**config.mk**
```make
export PLATFORM = sky130hd
export DESIGN_NAME = eecc_top
export DESIGN_NICKNAME = d
export VERILOG_FILES = /design/src/eecc_pkg.sv /design/src/eecc_top.sv
export SDC_FILE = /design/constraint.sdc
export NUM_CORES = 1
export LEC_CHECK = 0
export BUFFER_PORTS_ARGS = -buffer_cell sky130_fd_sc_hd__buf_4
export CAP_MARGIN = 20
export CORE_MARGIN = 5
export CORE_UTILIZATION = 40
export DETAILED_ROUTE_END_ITERATION = 8
export RECOVER_POWER = 25
export SYNTH_ARGS = -nofsm -noshare
export SYNTH_HDL_FRONTEND = slang
export SYNTH_SLANG_ARGS = --single-unit
```
**constraint.sdc**
```tcl
create_clock -name clk -period 3.42 [get_ports clk]
set_input_delay 0.171 -clock clk [delete_from_list [all_inputs] [get_ports clk]]
set_output_delay 0.171 -clock clk [all_outputs]
set_load 0.01 [all_outputs]
```
**src/eecc_pkg.sv**
```systemverilog
// Package of the EEPROM command controller: offsets, field layout,
// reset values, states and the request carried to the serial engine.
// Assumes a byte-wide serial EEPROM engine outside this block.
package eecc_pkg;

    // Register byte offsets.
    localparam logic [11:0] CMD_OFFSET  = 12'h1b4;
    localparam logic [11:0] DATA_OFFSET = 12'h1b8;

    // Field positions inside the command register.
    localparam int BUSY_BIT     = 31;
    localparam int OP_MSB       = 30;
    localparam int OP_LSB       = 28;
    localparam int TIMEOUT_BIT  = 17;
    localparam int OVERFLOW_BIT = 16;
    localparam int ADDR_MSB     = 15;
    localparam int ADDR_LSB     = 0;

    // Widths of the fields.
    localparam int OP_W   = 3;
    localparam int ADDR_W = 16;
    localparam int DATA_W = 8;

    // Values after reset.
    localparam logic             BUSY_RST = 1'b1;
    localparam logic [OP_W-1:0]  OP_RST   = 3'h0;
    localparam logic [ADDR_W-1:0] ADDR_RST = 16'h0000;
    localparam logic [DATA_W-1:0] DATA_RST = 8'h00;

    // Operation that reads one byte.
    localparam logic [OP_W-1:0] OP_READ = 3'h0;

    // Controller states, one-hot.
    typedef enum logic [2:0] {
        ST_LOAD = 3'b001,
        ST_IDLE = 3'b010,
        ST_CMD  = 3'b100
    } eecc_state_e;

    // Request handed to the serial engine.
    typedef struct packed {
        logic [OP_W-1:0]   op;
        logic [ADDR_W-1:0] addr;
        logic [DATA_W-1:0] wdata;
    } eecc_req_s;

endpackage

```
**src/eecc_top.sv**
```systemverilog
// EEPROM command controller: command and data registers, busy handshake,
// the boot-time byte fetch loop and the request port of the serial engine.
// Assumes the engine, the loader's parser and software share clk.
//
// Behaviour
// (RULE_01) Writing one to busy runs the selected operation at the given address.
// (RULE_02) Busy stays set until the operation completes, then self-clears.
// (RULE_03) For a read, busy clearing means the fetched byte is in data register.
// (RULE_04) Software leaves command and data registers alone while busy is set.
// (RULE_05) A write with no EEPROM keeps busy until timeout flag sets, then clears.
// (RULE_06) Busy is forced to one after any reset.
// (RULE_07) After reset busy clears only when the boot loader has finished.
// (RULE_08) The three-bit operation field acts only with busy set; resets to zero.
// (RULE_09) Software issues no new command until the previous one completed.
// (RULE_10) Loader stops and flags overflow when the EEPROM address limit passes.
// (RULE_11) Loader completion may signal an interrupt-style completion pulse.
// (RULE_12) Writing zero to busy does nothing; an operation cannot be aborted.
`timescale 1ns/1ps
`default_nettype none

module eecc_top #(
    parameter int ADDR_W = eecc_pkg::ADDR_W
) (
    input  wire logic                         clk,
    input  wire logic                         rst_n,
    // Register port.
    input  wire logic [11:0]                  reg_addr,
    input  wire logic [31:0]                  reg_wdata,
    input  wire logic                         reg_wr,
    input  wire logic                         reg_rd,
    output logic      [31:0]                  reg_rdata,
    // Serial engine request and answer.
    output logic                              eng_req,
    output eecc_pkg::eecc_req_s               eng_cmd,
    input  wire logic                         eng_done,
    input  wire logic                         eng_timeout,
    input  wire logic [eecc_pkg::DATA_W-1:0]  eng_rdata,
    // Boot loader byte stream and its parser.
    input  wire logic [ADDR_W-1:0]            size_limit,
    output logic                              ld_valid,
    output logic      [eecc_pkg::DATA_W-1:0]  ld_byte,
    input  wire logic                         ld_finish,
    output logic                              ld_done_pulse
);

    ////////////////////////////////////////////////////////////////////////
    // Elaboration check and declarations.

    initial begin
        if (ADDR_W != eecc_pkg::ADDR_W) begin
            $error("eecc_top: ADDR_W must equal the command address field");
        end
    end

    eecc_pkg::eecc_state_e              state_q;
    logic                               busy_q;
    logic [eecc_pkg::OP_W-1:0]          op_q;
    logic [ADDR_W-1:0]                  addr_q;
    logic [eecc_pkg::DATA_W-1:0]        data_q;
    logic                               timeout_q;
    logic                               overflow_q;
    logic [ADDR_W-1:0]                  ld_addr_q;
    logic                               ld_wait_q;
    logic                               cmd_wr;
    logic                               data_wr;
    logic                               start;
    logic [31:0]                        cmd_word;
    logic                               ld_ready;

    // Decode of register writes; data, operation and address are frozen while busy.
    assign cmd_wr  = reg_wr && (reg_addr == eecc_pkg::CMD_OFFSET);
    assign data_wr = reg_wr && (reg_addr == eecc_pkg::DATA_OFFSET) && !busy_q;
    assign start   = cmd_wr && !busy_q && reg_wdata[eecc_pkg::BUSY_BIT]; // [RULE_01] [RULE_12]

    // The loader waits one cycle after each byte so that a finish from the
    // parser lands before the next fetch and no request is left open.
    assign ld_ready = !ld_wait_q && !ld_valid;

    // Image of the command register as software reads it.
    always_comb begin
        cmd_word = 32'h0000_0000;
        cmd_word[eecc_pkg::BUSY_BIT] = busy_q;
        cmd_word[eecc_pkg::OP_MSB:eecc_pkg::OP_LSB] = op_q;
        cmd_word[eecc_pkg::TIMEOUT_BIT] = timeout_q;
        cmd_word[eecc_pkg::OVERFLOW_BIT] = overflow_q;
        cmd_word[eecc_pkg::ADDR_MSB:eecc_pkg::ADDR_LSB] = addr_q;
    end

    ////////////////////////////////////////////////////////////////////////
    // State sequence: boot loading, idle, command in flight.

    // The loader runs first after every reset; commands wait for idle.
    always_ff @(posedge clk or negedge rst_n) begin
        if (!rst_n) begin
            state_q <= eecc_pkg::ST_LOAD; // [RULE_07]
        end else begin
            case (state_q)
                eecc_pkg::ST_LOAD: begin
                    if (ld_finish || (ld_ready && ld_addr_q > size_limit)) begin
                        state_q <= eecc_pkg::ST_IDLE; // [RULE_07] [RULE_10]
                    end
                end
                eecc_pkg::ST_IDLE: begin
                    if (start) begin
                        state_q <= eecc_pkg::ST_CMD; // [RULE_08]
                    end
                end
                eecc_pkg::ST_CMD: begin
                    if (eng_done || eng_timeout) begin
                        state_q <= eecc_pkg::ST_IDLE;
                    end
                end
                default: begin
                    state_q <= eecc_pkg::ST_IDLE;
                end
            endcase
        end
    end

    ////////////////////////////////////////////////////////////////////////
    // Busy flag.

    // Set by reset and by a start; cleared only by completion, not software.
    always_ff @(posedge clk or negedge rst_n) begin
        if (!rst_n) begin
            busy_q <= eecc_pkg::BUSY_RST; // [RULE_06]
        end else if (start) begin
            busy_q <= 1'b1; // [RULE_01]
        end else if (state_q == eecc_pkg::ST_CMD && (eng_done || eng_timeout)) begin
            busy_q <= 1'b0; // [RULE_02] [RULE_05]
        end else if (state_q == eecc_pkg::ST_LOAD
                     && (ld_finish || (ld_ready && ld_addr_q > size_limit))) begin
            busy_q <= 1'b0; // [RULE_07]
        end
    end

    ////////////////////////////////////////////////////////////////////////
    // Command fields: operation and address.

    // Writes are ignored while busy so an operation in flight stays intact.
    always_ff @(posedge clk or negedge rst_n) begin
        if (!rst_n) begin
            op_q   <= eecc_pkg::OP_RST; // [RULE_08]
            addr_q <= eecc_pkg::ADDR_RST;
        end else if (cmd_wr && !busy_q) begin // [RULE_04] [RULE_09]
            op_q   <= reg_wdata[eecc_pkg::OP_MSB:eecc_pkg::OP_LSB];
            addr_q <= reg_wdata[eecc_pkg::ADDR_MSB:eecc_pkg::ADDR_LSB];
        end
    end

    ////////////////////////////////////////////////////////////////////////
    // Data register.

    // A read completion loads the fetched byte in the cycle busy clears.
    always_ff @(posedge clk or negedge rst_n) begin
        if (!rst_n) begin
            data_q <= eecc_pkg::DATA_RST;
        end else if (state_q == eecc_pkg::ST_CMD && eng_done
                     && op_q == eecc_pkg::OP_READ) begin
            data_q <= eng_rdata; // [RULE_03]
        end else if (data_wr) begin
            data_q <= reg_wdata[eecc_pkg::DATA_W-1:0];
        end
    end

    ////////////////////////////////////////////////////////////////////////
    // Sticky status flags.

    // Timeout sets with busy clearing; a one written clears it, set wins.
    always_ff @(posedge clk or negedge rst_n) begin
        if (!rst_n) begin
            timeout_q <= 1'b0;
        end else if (state_q == eecc_pkg::ST_CMD && eng_timeout) begin
            timeout_q <= 1'b1; // [RULE_05]
        end else if (cmd_wr && reg_wdata[eecc_pkg::TIMEOUT_BIT]) begin
            timeout_q <= 1'b0;
        end
    end

    // Overflow marks a loader that ran past the size limit; cleared by a one.
    always_ff @(posedge clk or negedge rst_n) begin
        if (!rst_n) begin
            overflow_q <= 1'b0;
        end else if (state_q == eecc_pkg::ST_LOAD && !ld_finish
                     && ld_ready && ld_addr_q > size_limit) begin
            overflow_q <= 1'b1; // [RULE_10]
        end else if (cmd_wr && reg_wdata[eecc_pkg::OVERFLOW_BIT]) begin
            overflow_q <= 1'b0;
        end
    end

    ////////////////////////////////////////////////////////////////////////
    // Boot loader fetch loop.

    // Fetches bytes from address zero upward, one engine read at a time.
    always_ff @(posedge clk or negedge rst_n) begin
        if (!rst_n) begin
            ld_addr_q <= '0;
            ld_wait_q <= 1'b0;
        end else if (state_q == eecc_pkg::ST_LOAD && !ld_finish) begin
            if (ld_ready && ld_addr_q <= size_limit) begin
                ld_wait_q <= 1'b1;
            end else if (ld_wait_q && (eng_done || eng_timeout)) begin
                ld_wait_q <= 1'b0;
                ld_addr_q <= ld_addr_q + 1'b1;
            end
        end else begin
            ld_wait_q <= 1'b0;
        end
    end

    // Byte stream to the parser and the completion pulse.
    always_ff @(posedge clk or negedge rst_n) begin
        if (!rst_n) begin
            ld_valid      <= 1'b0;
            ld_byte       <= eecc_pkg::DATA_RST;
            ld_done_pulse <= 1'b0;
        end else begin
            ld_valid      <= state_q == eecc_pkg::ST_LOAD && ld_wait_q
                             && eng_done && !ld_finish;
            ld_done_pulse <= state_q == eecc_pkg::ST_LOAD && (ld_finish
                             || (ld_ready && ld_addr_q > size_limit)); // [RULE_11]
            if (state_q == eecc_pkg::ST_LOAD && ld_wait_q && eng_done) begin
                ld_byte <= eng_rdata;
            end
        end
    end

    ////////////////////////////////////////////////////////////////////////
    // Engine request.

    // One-cycle request with the operation held stable in eng_cmd.
    always_ff @(posedge clk or negedge rst_n) begin
        if (!rst_n) begin
            eng_req <= 1'b0;
            eng_cmd <= '0;
        end else begin
            eng_req <= 1'b0;
            if (start) begin
                eng_req       <= 1'b1; // [RULE_01]
                eng_cmd.op    <= reg_wdata[eecc_pkg::OP_MSB:eecc_pkg::OP_LSB];
                eng_cmd.addr  <= reg_wdata[eecc_pkg::ADDR_MSB:eecc_pkg::ADDR_LSB];
                eng_cmd.wdata <= data_q;
            end else if (state_q == eecc_pkg::ST_LOAD && !ld_finish
                         && ld_ready && ld_addr_q <= size_limit) begin
                eng_req       <= 1'b1;
                eng_cmd.op    <= eecc_pkg::OP_READ;
                eng_cmd.addr  <= ld_addr_q;
                eng_cmd.wdata <= eecc_pkg::DATA_RST;
            end
        end
    end

    ////////////////////////////////////////////////////////////////////////
    // Register read port.

    // Read data stand in the cycle after the strobe; unmapped reads give 0.
    always_ff @(posedge clk or negedge rst_n) begin
        if (!rst_n) begin
            reg_rdata <= 32'h0000_0000;
        end else if (reg_rd && reg_addr == eecc_pkg::CMD_OFFSET) begin
            reg_rdata <= cmd_word;
        end else if (reg_rd && reg_addr == eecc_pkg::DATA_OFFSET) begin
            reg_rdata <= {24'h000000, data_q};
        end else begin
            reg_rdata <= 32'h0000_0000;
        end
    end

endmodule

`default_nettype wire

```
Word level (Yosys, flattened, before mapping) --
Cells that the tools add are included.
Word-level totals: bits in registers 120, bits of input ports 75, output and inout bits 70, word-level logic and storage cells 91
Cells by class: add/sub/neg operators 1, $lt $le $gt $ge 2, equality and inequality tests 9, multiplexer cells 22, bitwise operators 1, reduce and logical (&&, ||, !) cells 39
Operator list (count):
- 2-to-1 mux 27 bit | 2
- 2-to-1 mux 32 bit | 1
- logical AND 1 bit | 25
- == test 12 x 9 -> 1 bit, second input constant | 2
- 2-to-1 mux 8 bit | 3
- adder 16 x 1 -> 16 bit, second input constant | 1
- > comparator 16 bit | 1
- less-or-equal comparator 16 bit | 1
- 2-to-1 mux 1 bit | 12
- 2-to-1 mux 3 bit | 3
- case mux 3 bit (3 select lines) | 1
- nonzero test 2 bit | 4
- inequality test 2 bit, second input constant | 3
- AND reduction 3 bit | 2
- logical NOT 1 bit | 4
- == test 3 x 1 -> 1 bit, second input constant | 1
- == test 3 x 2 -> 1 bit, second input constant | 1
- == test 3 bit, second input constant | 1
- logical NOT 3 bit | 1
- inequality test 3 bit, second input constant | 1
- nonzero test 3 bit | 1
- logical OR 1 bit | 2
- NOT 1 bit | 1

Depth between registers and ports, before layout --
Gate-level depths: netlist of run 1.
depth in word-level cells 8, mapped depth 10, mapped depth without buffers 8

Worst setup path after synthesis of run 1 --
Ideal clock, no wire load.
path type reg-to-reg, start reg ld_addr_q[13], end reg eng_cmd[22] (netlist name), library setup time 0.123 ns, arrival time 2.202 ns, data required time 3.297 ns, setup slack 1.095 ns, cell stages (with the launch flop) 10, buffers on the path 2, clock period less this slack 2.325 ns, cell sequence dfrtp_1 -> ha_1 -> nand4_1 -> nor4_2 -> a21boi_0 -> nand4b_2 -> or3_1 -> buf_4 -> buf_6 -> o221a_2
On the way: longest elaborated chain between the ends 3
Ends and longest elaborated chain:
- from (decl) | RTL line eecc_top.sv:62 | logic [ADDR_W-1:0] ld_addr_q;
- from (signal assigned) | RTL line eecc_top.sv:205 | ld_addr_q <= ld_addr_q + 1'b1;
- less-or-equal comparator 16 bit | RTL line eecc_top.sv:245 | && ld_ready && ld_addr_q <= size_limit) begin
- logical AND 1 bit | RTL line eecc_top.sv:245
- nonzero test 2 bit (no source line)
- to (decl) | RTL line eecc_top.sv:34 | output eecc_pkg::eecc_req_s eng_cmd,
No other way between the ends. A chain may end at the register's enable or synchronous reset.

Worst setup path after layout of run 1 --
start reg ld_addr_q[12], end reg eng_cmd[12] (netlist name)
Same word-level chain as after synthesis.

==> key figures, run 1 <==
Power
  • Sequential Power Share: between 50% and 60%
  • Psw: 561 uW
  • Gate power share: under 10%
  • Sw Ratio: between 20 and 25%
  • Clk pwr share: 42.8%
  • Worst vdd ir: 0.257 mV
  • Cell Int Power: just under 2 mW
  • Pwr dens: between 300 and 400 mW/mm^2
  • Leak: approximately 3.4 nW

Place
  • I/O Buffers: 124
  • HPWL after DPL: approximately 10 mm
  • Routability cong.: approximately 0.8

Floorplan
  • Initial Util: around 40%
  • Horiz. Die Dim: around 130 um
  • Full die area: 0.0158 sq mm
  • # rows: between 40 and 50
  • Core Footprint: roughly 0.013 sq mm
  • I/O pin cnt: 145
  • Die height: 126 um

STA
  • Slew headroom: -57.3%
  • Clock skew: about 0.005 ns
  • Max Transition Viols Final: between 40 and 50
  • Endpoints failing setup: 0
  • Setup_tns: 0 ns
  • Worst hold margin: ~0.054 ns
  • Final hold vios: 0
  • Final worst path period share: 81.8%
  • RSZ-0062 raised after global routing: no
  • Min Clock Period, post-route: around 2.8 ns
  • Worst Max-Slew Pin Slew: 2.36 ns
  • Maximum achievable frequency: 358 MHz

CTS
  • Clk_lat worst skew: between 0.3 and 0.4 ns
  • Hold_buf cts: 1
  • Max H-tree Level: 3
  • TritonCTS buffer count: 9
  • Post-cts sizing count: 0
  • CTS max path bufs: 2
  • Reg clk slew, reported paths: approximately 0.070 ns
  • Post-CTS Setup Bufs: 0
  • CTS Sinks: 110
  • CTS tree: done
  • CTS root buf: clkbuf_16

Logic synthesis
  • Post-Syn Area: approximately 0.0053 sq mm
  • Synth async-reset ratio: 100%
  • Number of flops mapped to enable cells by yosys: 0
  • Warnings, synthesis: 0
  • Main synth FF type: dfrtp_1
  • Syn Inst Count: roughly 500
  • Seq/Total Area, Yosys: 51.6%
  • Yosys reg bits: 110
  • Netlist cell types: between 60 and 70
  • Mapped Avg Cell Area: approximately 11 sq um

Setup path
  • WP data arrival: around 3.1 ns
  • Worst-path cell chain: ha_1 > nand4_1 > nor4_2 > a21boi_0 > nand4b_2 > or3_1 > o221a_2
  • CP Launch Type: register
  • Max stage delay on crit path: 0.57 ns
  • Slowest CP cell: or3_1
  • WP buf/inv: 0
  • Critical path peak fanout: 16
  • Required @ worst endpoint: roughly 3.7 ns
  • CP top delay family: simple AND/OR/NAND/NOR gates
  • Critical path endpoint category: register
  • CP Class: register to register

Global routing
  • Grt total ovfl: 0
  • Total track usage: a little under a fifth
  • First-pass GRT wire length: roughly 23 mm
  • Vias in the first global route: 4347
  • Largest net degree at the start of global routing: 47
  • Initial antenna violation count: 0

Finish
  • Layout Nets: 699
  • Number of fill cells: around 1.2k
  • Area growth from synthesis to layout: 23.5%
  • Diode count: 0
  • Share of post-route cells with drive strength above 1: 29.2%

Routing
  • # DRC: 0
  • Via density: approximately 5.2
  • Initial drt markers: 221
  • Pre-antenna DRT Iters: 4
  • Vias: ~4.1k
  • DR WL/cell: between 15 and 20 um
  • WL final: between 10 and 15 mm
  • Remaining antenna violation count: 0

Outcome
  • Status: finished with violations
  • Failing checks: capacitance limit, slew limit

Job
  • Max-cap violation count: 1

Hold path
  • Min-delay worst type: input port to register
[cells in the final DEF, fill, tap and decap left out, types with 2 or more instances in the layout]
master / count
a22o_1: 10
conb_1: 10
and4_1: 2
a21oi_1: 32
nand3b_1: 2
inv_6: 2
xnor2_1: 10
a21o_1: 8
nand4bb_1: 2
nor2_1: 29
o22ai_1: 7
nand3_1: 6
nor2b_1: 4
nand2b_1: 6
dfstp_2: 2
xor2_1: 4
clkbuf_1: 27
or2b_1: 3
clkbuf_16: 9
mux2_2: 27
o311ai_0: 2
ha_1: 17
o221a_2: 15
mux2i_1: 8
nor3b_1: 2
buf_4: 104
o311ai_1: 5
nand2_1: 59
and3_1: 3
nand4_1: 7
and2_1: 18
dfrtp_1: 108
o21ai_0: 7
inv_1: 17
nor3_1: 5
[power groups by stage]
stage	clock network [mW]	logic, mW	registers (mW)
3_3_place_gp	0	0.138	1.33
5_1_grt	1.16	0.157	1.30
6_report	1.08	0.139	1.30
3_5_place_dp	0	0.141	1.33
2_1_floorplan	0	0.0430	1.33
4_1_cts	1.11	0.143	1.30
[flip-flops by register name, summed over array words and instances (netlist names), 3 cells and up]
name       count
data_q         8
state_q        3
op_q           3
eng_cmd       27
ld_byte        8
addr_q        16
ld_addr_q     16
reg_rdata     22
[layer usage]
| layer | up-vias | track usage [%] | wire [um] |
|---|---|---|---|
| met1 | 2042 | 23.3 | 5970 |
| met5 | - | 0 | 0 |
| met2 | 115 | 30.4 | 7060 |
| met4 | 0 | 4.97 | 186 |
| li1 | 1935 | - | - |
| met3 | 13 | 4.39 | 732 |
[layout make-up]
type | instances | area (sq um) | share of cell area, %
clock buffer | 10 | 239 | 3.62
clock inverter | 6 | 68.8 | 1.04
inverter | 17 | 63.8 | 0.967
multi-input combinational | 337 | 2360 | 35.8
sequential | 110 | 2760 | 41.7
tap | 176 | 220 | 3.34
timing repair buffer | 132 | 892 | 13.5
[final timing paths]
path | to | cells after the start | from | slack (ns)
setup / recovery | eng_cmd[12]$_DFFE_PN0P_ | 7 | ld_addr_q[12]$_DFFE_PN0P_ | 0.62
hold / removal | ld_byte[1]$_DFFE_PN0P_ | 2 | eng_rdata[1] | 0.05
setup reg to reg | eng_cmd[12]$_DFFE_PN0P_ | 7 | ld_addr_q[12]$_DFFE_PN0P_ | 0.62
hold reg to reg | reg_rdata[8]$_DFF_PN0_ | 1 | addr_q[8]$_DFFE_PN0P_ | 0.48
max in group asynchronous | data_q[2]$_DFFE_PN0P_ | 3 | rst_n | 0.86
min in group asynchronous | reg_rdata[13]$_DFF_PN0_ | 2 | rst_n | 1.07
[cell usage after synthesis (2+ instances only)]
| cell type | n | area, sq um |
|---|---|---|
| nand4bb_1 | 2 | 22.5 |
| nor2_1 | 29 | 109 |
| nor3_1 | 5 | 25.0 |
| nand3b_1 | 2 | 15.0 |
| mux2_2 | 27 | 304 |
| a22o_1 | 10 | 87.6 |
| o22ai_1 | 7 | 43.8 |
| a21oi_1 | 32 | 160 |
| a21o_1 | 8 | 60.1 |
| o21ai_0 | 7 | 35.0 |
| o311ai_0 | 2 | 17.5 |
| buf_2 | 5 | 25.0 |
| clkbuf_1 | 9 | 33.8 |
| buf_6 | 3 | 33.8 |
| xnor2_1 | 10 | 87.6 |
| ha_1 | 17 | 213 |
| nand4_1 | 7 | 43.8 |
| and3_1 | 3 | 18.8 |
| nor3b_1 | 2 | 15.0 |
| inv_1 | 17 | 63.8 |
| mux2i_1 | 8 | 80.1 |
| and4_1 | 2 | 17.5 |
| nor2b_1 | 4 | 25.0 |
| nand2b_1 | 6 | 37.5 |
| o221a_2 | 15 | 169 |
| nand3_1 | 6 | 30.0 |
| o311ai_1 | 5 | 43.8 |
| dfstp_2 | 2 | 52.6 |
| xor2_1 | 4 | 35.0 |
| or2b_1 | 3 | 22.5 |
| dfrtp_1 | 108 | 2700 |
| nand2_1 | 59 | 221 |
| and2_1 | 18 | 113 |
| buf_4 | 14 | 105 |
[cell families after synthesis]
kind of cell,Yosys count,synth area share [%]
compound gates,96,13.1
fa+ha+maj,17,3.98
xor+xnor,15,2.60
mux,35,7.19
simple gates,164,16.6
other cells,1,0.0702
buf+inv,48,4.89
flops,110,51.6
[metrics by stage]
step / cell area [sq um] / instances / utilization [%] / total power [mW] / setup WS [ns]
CTS: 6700 / 788 / 50.8 / 2.56 / 0.584
global placement: 6380 / 771 / 48.4 / 1.47 / 0.629
floorplan: 5380 / 495 / - / 1.37 / 1.10
detailed placement: 6380 / 771 / 48.4 / 1.47 / 0.624
global route: 6600 / 788 / 50.0 / 2.62 / 0.235
finish: 6600 / 788 / 50.0 / 2.52 / 0.623
(Power assumes the default switching activity.)
==> run 2: changes to the inputs <==
==> constraint.sdc (replaced) <==
create_clock -name clk -period 2.8 [get_ports clk]
set_input_delay 0.14 -clock clk [delete_from_list [all_inputs] [get_ports clk]]
set_output_delay 0.14 -clock clk [all_outputs]
set_load 0.01 [all_outputs]
==> key figures, run 2 (synthesis gave the netlist of run 1 again) <==
Global routing
  • Initial antenna violation count: 0 (unchanged)
  • Total track usage: 17.8% (was 18.0%)
  • First-pass GRT wire length: 22.7 mm (was 22.8 mm)
  • Largest net degree at the start of global routing: 62 (was 47)
  • Grt total ovfl: 0 (unchanged)
  • Vias in the first global route: 4340 (was 4347)

CTS
  • Clk_lat worst skew: 0.35 ns (about the same)
  • CTS tree: done (unchanged)
  • Reg clk slew, reported paths: 0.08 ns (was 0.07 ns)
  • Post-CTS Setup Bufs: 0 (unchanged)
  • CTS max path bufs: 2 (unchanged)
  • Max H-tree Level: 3 (unchanged)
  • CTS Sinks: 110 (unchanged)
  • TritonCTS buffer count: 9 (unchanged)
  • CTS root buf: clkbuf_16 (unchanged)

Setup path
  • Crit path to: eng_cmd[20]$_DFFE_PN0P_ (was eng_cmd[12]$_DFFE_PN0P_)
  • RR Startpoint: ld_addr_q[15]$_DFFE_PN0P_ (was ld_addr_q[12]$_DFFE_PN0P_)
  • CP Class: register to register (unchanged)
  • Reg2reg setup slack: 0.20 ns (was 0.62 ns)
  • Critical path endpoint category: register (unchanged)
  • Worst Setup SP: ld_addr_q[15]$_DFFE_PN0P_ (was ld_addr_q[12]$_DFFE_PN0P_)
  • WP data arrival: 2.83 ns (was 3.09 ns)
  • Reg2Reg Depth: 8 (was 7)
  • Critical path peak fanout: 10 (was 16)
  • Required @ worst endpoint: 3.03 ns (was 3.71 ns)
  • Crit Reg-Reg Endpoint: eng_cmd[20]$_DFFE_PN0P_ (was eng_cmd[12]$_DFFE_PN0P_)
  • CP Launch Type: register (unchanged)

Finish
  • Layout Nets: 713 (was 699)
  • Commonest non-fill, non-tap cell in the layout: buf_4 (was dfrtp_1)
  • Top flop regs: eng_cmd: 27 flops, reg_rdata: 22 flops (unchanged)
  • Share of post-route cells with drive strength above 1: 31.8% (was 29.2%)
  • Commonest non-fill, non-tap cells in the layout: 121 x buf_4, 108 x dfrtp_1, 59 x nand2_1, 32 x a21oi_1, 29 x nor2_1 (was 108 x dfrtp_1, 104 x buf_4, 59 x nand2_1, 32 x a21oi_1, 29 x nor2_1)
  • Max reg flops: 27 (unchanged)
  • Register Area: 0.00276 sq mm (unchanged)
  • Most flops, register: eng_cmd (unchanged)
  • Diode count: 0 (unchanged)
  • Area growth from synthesis to layout: 26.6% (was 23.5%)
  • Number of fill cells: 1251 (was 1247)
  • Finished Layout Cells: 802 (was 788)
  • Multi-input logic area: 0.00237 sq mm (was 0.00236 sq mm)

Floorplan
  • I/O pin cnt: 145 (unchanged)
  • # rows: 42 (unchanged)
  • Initial Util: 40.5% (unchanged)
  • Horiz. Die Dim: 126 um (unchanged)
  • Die height: 126 um (unchanged)
  • Full die area: 0.0158 sq mm (unchanged)
  • Core Footprint: 0.0132 sq mm (unchanged)

Job
  • Max-cap violation count: 0 (was 1)

Power
  • Leak: 3.54 nW (was 3.42 nW)
  • Worst vdd ir: 0.319 mV (was 0.257 mV)
  • Pwr dens: 459 mW/mm^2 (was 382 mW/mm^2)

STA
  • Final hold vios: 0 (unchanged)
  • Max Transition Viols Final: 0 (was 47)
  • RSZ-0062 raised after global routing: no (unchanged)
  • Endpoints failing setup: 0 (unchanged)
  • Worst Max-Slew Pin Slew: 1.30 ns (was 2.36 ns)
  • Final worst path period share: 92.7% (was 81.8%)
  • Maximum achievable frequency: 385 MHz (was 358 MHz)
  • Setup_tns: 0 ns (unchanged)
  • Clock skew: 0.0105 ns (was 0.00503 ns)
  • Slew headroom: 13.2% (was -57.3%)
  • Setup ws final: 0.205 ns (was 0.623 ns)
  • Min Clock Period, post-route: 2.60 ns (was 2.80 ns)

Routing
  • Vias: 4137 (was 4105)
  • Remaining antenna violation count: 0 (unchanged)
  • Via density: 5.16 (was 5.21)
  • WL final: 13.9 mm (was 14.0 mm)
  • DR WL/cell: 17.3 um (was 17.7 um)
  • # DRC: 0 (unchanged)
  • Initial drt markers: 285 (was 221)
  • Pre-antenna DRT Iters: 4 (unchanged)

Place
  • I/O Buffers: 124 (unchanged)
  • Number of cells after detailed placement: 785 (was 771)
  • Routability cong.: 0.816 (was 0.806)
  • HPWL after DPL: 10.6 mm (was 10.3 mm)
  • Pre-CTS setup slack: 0.261 ns (was 0.624 ns)

Hold path
  • Min-delay worst type: input port to register (unchanged)

Outcome
  • Status: finished, final reports clean (was finished with violations)
-- run 2: cell types whose count changed in the layout (fill, tap and decap cells not counted) --
cell,previous run,this run
buf_4,104,121
clkbuf_1,27,21
buf_12,0,2
clkbuf_2,0,1
clkinv_2,1,0
clkinvlp_4,1,0
inv_6,2,3
inv_8,0,1
nor4_2,1,0
nor4_4,0,1
-- run 2: critical path, stage by stage, from the launching register on --
cell and delay [ns]:
dfrtp_1 0.46, ha_1 0.33, nand4_1 0.20, nor2_1 0.08, nor3_1 0.25, nand4b_2 0.25, or3_1 0.45, buf_4 0.20
o221a_2 0.27
-- run 2: how the worst min path moves through the flow --
| stage | end | from | depth (start not counted) |
|---|---|---|---|
| after floorplan | addr_q[0]$_DFFE_PN0P_ | rst_n | 0 |
| after global placement | addr_q[14]$_DFFE_PN0P_ | rst_n | 1 |
| after detailed placement | addr_q[14]$_DFFE_PN0P_ | rst_n | 1 |
| after CTS | ld_byte[1]$_DFFE_PN0P_ | eng_rdata[1] | 2 |
| after global routing | ld_byte[1]$_DFFE_PN0P_ | eng_rdata[1] | 2 |
| final | ld_byte[1]$_DFFE_PN0P_ | eng_rdata[1] | 2 |
-- run 2: where the power goes --
part           leakage (nW)  internal [mW]  switching (mW)  total, mW
clock network         0.156          0.737           0.606       1.34
registers              1.52           1.59         0.00152       1.59
logic                  1.86         0.0798          0.0920      0.172
-- run 2: layer usage --
metal	wire length, um	up-vias	track usage [%]
li1	-	1968	-
met1	6000	2043	23.0
met2	6930	116	29.7
met3	808	10	4.69
met4	169	0	4.85
met5	0	-	0
-- run 2: repair_timing --
| action | 4_1_cts | 5_1_grt |
|---|---|---|
| gates resized for setup | 0 | 1 |
| hold buffers | 1 | 0 |
| setup endpoints to repair | 0 | 2 |
| hold endpoints to repair | 49 | 0 |
-- run 2: per-stage QoR --
step	power (mW)	util (%)	hold WS [ns]	area, sq um
floorplan	1.68	-	-0.156	5380
global placement	1.79	49.4	0.210	6510
detailed placement	1.80	49.4	0.219	6510
CTS	3.15	51.8	0.0257	6840
global route	3.24	51.3	0.0194	6770
finish	3.11	51.3	0.0331	6770
-- run 2: layout make-up --
cell class / count / area share (%)
Inverter: 17 / 0.943
Sequential cell: 110 / 40.7
Timing Repair Buffer: 146 / 15.4
Tap cell: 176 / 3.25
Clock inverter: 6 / 1.13
Clock buffer: 10 / 3.53
Multi-Input combinational cell: 337 / 35.0
==> run 3: changes to the inputs <==
--- a/config.mk
+++ b/config.mk
@@ -10,6 +10,7 @@
 export CORE_MARGIN = 5
 export CORE_UTILIZATION = 40
 export DETAILED_ROUTE_END_ITERATION = 8
+export PLACE_DENSITY = 0.67
 export RECOVER_POWER = 25
 export SYNTH_ARGS = -nofsm -noshare
 export SYNTH_HDL_FRONTEND = slang
==> key figures, run 3 (synthesis gave the netlist of run 1 again) <==
Outcome
  • Status: finished with violations (was finished, final reports clean)
  • Failing checks: capacitance limit, slew limit

CTS
  • CTS max path bufs: 2 (unchanged)
  • Reg clk slew, reported paths: 0.08 ns (about the same)
  • CTS tree: done (unchanged)
  • CTS root buf: clkbuf_16 (unchanged)
  • Clk_lat worst skew: 0.35 ns (about the same)
  • CTS Sinks: 110 (unchanged)
  • Max H-tree Level: 3 (unchanged)
  • TritonCTS buffer count: 9 (unchanged)

Floorplan
  • Initial Util: 40.5% (unchanged)
  • Horiz. Die Dim: 126 um (unchanged)
  • Core Footprint: 0.0132 sq mm (unchanged)
  • Full die area: 0.0158 sq mm (unchanged)
  • I/O pin cnt: 145 (unchanged)
  • # rows: 42 (unchanged)
  • Die height: 126 um (unchanged)

Hold path
  • Min-delay worst type: input port to register (unchanged)
  • Hold path endpoint: ld_wait_q$_DFFE_PN0P_ (was ld_byte[1]$_DFFE_PN0P_)
  • Hold Crit Start: eng_timeout (was eng_rdata[1])
  • Hold Crit Depth: 2 (unchanged)

Setup path
  • Reg2Reg Depth: 8 (unchanged)
  • Required @ worst endpoint: 3.03 ns (about the same)
  • Critical path depth: 8 (unchanged)
  • CP top delay family: simple AND/OR/NAND/NOR gates (unchanged)
  • Critical path peak fanout: 16 (was 10)
  • Reg2reg setup slack: 0.19 ns (was 0.20 ns)
  • Worst-path cell chain: ha_1 > nand4_1 > nor4_2 > a21boi_0 > nand4b_2 > nand3_1 > buf_4 > o221a_2 (was ha_1 > nand4_1 > nor2_1 > nor3_1 > nand4b_2 > or3_1 > buf_4 > o221a_2)
  • Slowest CP cell: dfrtp_1 (unchanged)
  • CP Launch Type: register (unchanged)
  • WP buf/inv: 1 (unchanged)
  • Max stage delay on crit path: 0.46 ns (about the same)
  • Critical path endpoint category: register (unchanged)
  • Crit Reg-Reg Endpoint: eng_cmd[11]$_DFFE_PN0P_ (was eng_cmd[20]$_DFFE_PN0P_)
  • WP data arrival: 2.83 ns (about the same)
  • RR Startpoint: ld_addr_q[15]$_DFFE_PN0P_ (unchanged)
  • CP Class: register to register (unchanged)

STA
  • Maximum achievable frequency: 384 MHz (was 385 MHz)
  • RSZ-0062 raised after global routing: no (unchanged)
  • Final hold vios: 0 (unchanged)
  • Max Transition Viols Final: 76 (was 0)
  • Min Clock Period, post-route: 2.61 ns (was 2.60 ns)
  • Clock skew: 0.0107 ns (was 0.0105 ns)
  • Setup_tns: 0 ns (unchanged)
  • Slew headroom: -21.9% (was 13.2%)
  • Final worst path period share: 93.1% (was 92.7%)
  • Endpoints failing setup: 0 (unchanged)
  • Worst Max-Slew Pin Slew: 1.83 ns (was 1.30 ns)

Finish
  • Register Area: 0.00276 sq mm (unchanged)
  • Number of fill cells: 1259 (was 1251)
  • Multi-input logic area: 0.00237 sq mm (about the same)
  • Most flops, register: eng_cmd (unchanged)
  • Commonest non-fill, non-tap cell in the layout: dfrtp_1 (was buf_4)
  • Layout Nets: 711 (was 713)
  • Non-Filler Cell Area, Final: 0.00660 sq mm (was 0.00677 sq mm)
  • Fin util: 50.1% (was 51.3%)
  • Share of post-route cells with drive strength above 1: 25.6% (was 31.8%)
  • Area growth from synthesis to layout: 23.6% (was 26.6%)
  • Top flop regs: eng_cmd: 27 flops, reg_rdata: 22 flops (unchanged)
  • Diode count: 0 (unchanged)
  • Max reg flops: 27 (unchanged)
  • Commonest non-fill, non-tap cells in the layout: 108 x dfrtp_1, 81 x buf_4, 60 x clkbuf_1, 58 x nand2_1, 32 x a21oi_1 (was 121 x buf_4, 108 x dfrtp_1, 59 x nand2_1, 32 x a21oi_1, 29 x nor2_1)

Global routing
  • Largest net degree at the start of global routing: 76 (was 62)
  • Initial antenna violation count: 0 (unchanged)
  • Vias in the first global route: 4305 (was 4340)
  • Total track usage: 17.2% (was 17.8%)
  • First-pass GRT wire length: 22.0 mm (was 22.7 mm)
  • Grt total ovfl: 0 (unchanged)

Routing
  • Pre-antenna DRT Iters: 5 (was 4)
  • Remaining antenna violation count: 0 (unchanged)
  • Initial drt markers: 219 (was 285)
  • DR WL/cell: 17.5 um (was 17.3 um)
  • Vias: 4170 (was 4137)
  • # DRC: 0 (unchanged)
  • Via density: 5.21 (was 5.16)
  • WL final: 14.0 mm (was 13.9 mm)

Place
  • Routability cong.: 0.839 (was 0.816)
  • Post-DP Area: 0.00649 sq mm (was 0.00651 sq mm)
  • HPWL after DPL: 10.5 mm (was 10.6 mm)
  • I/O Buffers: 124 (unchanged)

Job
  • Max-cap violation count: 1 (was 0)

Power
  • Pwr dens: 477 mW/mm^2 (was 459 mW/mm^2)
  • Leak: 3.36 nW (was 3.54 nW)
  • Worst vdd ir: 0.364 mV (was 0.319 mV)
## run 3: worst max path at each step
stage,from,end,slack [ns]
final,ld_addr_q[15]$_DFFE_PN0P_,eng_cmd[11]$_DFFE_PN0P_,0.19
after global routing,ld_addr_q[15]$_DFFE_PN0P_,eng_cmd[10]$_DFFE_PN0P_,0.05
after CTS,ld_addr_q[15]$_DFFE_PN0P_,eng_cmd[11]$_DFFE_PN0P_,0.03
after detailed placement,ld_addr_q[15]$_DFFE_PN0P_,eng_cmd[15]$_DFFE_PN0P_,0.08
after global placement,ld_addr_q[15]$_DFFE_PN0P_,eng_cmd[23]$_DFFE_PN0P_,0.21
after floorplan,ld_addr_q[13]$_DFFE_PN0P_,eng_cmd[22]$_DFFE_PN0P_,0.48
## run 3: cell type report
cell class	count	share of cell area [%]
inverters	17	0.966
clock buffers	9	3.41
multi-input cells	337	35.9
well taps	176	3.33
repair buffers	144	13.1
clock inverters	7	1.55
flip-flops and latches	110	41.7
## run 3: metrics by stage
step                power [mW]  hold slack [ns]  instances  setup slack [ns]
global placement          1.79            0.338        783             0.215
detailed placement        1.79            0.350        783            0.0848
CTS                       3.18           0.0288        800            0.0294
floorplan                 1.68           -0.156        495             0.475
global route              3.25           0.0379        800            0.0456
finish                    3.15           0.0365        800             0.194
## run 3: timing repair
action,CTS,global route
setup buffers,0,0
resized for setup,0,2
setup endpoints to repair,0,16
hold buffers,1,0
hold endpoints to repair,61,0
## run 3: report_power, final
part / switching, mW / leakage (nW) / internal [mW]
sequential: 0.00159 / 1.52 / 1.59
clock: 0.592 / 0.162 / 0.797
combinational: 0.0913 / 1.68 / 0.0788
## run 3: routing by layer
metal  vias up  part of all wire (%)  track usage [%]  wire, um
li1       1975                     -                -         -
met1      2072                    42             21.4      5890
met2       111                    51             30.3      7190
met3        12                   5.3             4.22       739
met4         0                   1.1             4.08       149
met5         -                     0                0         0
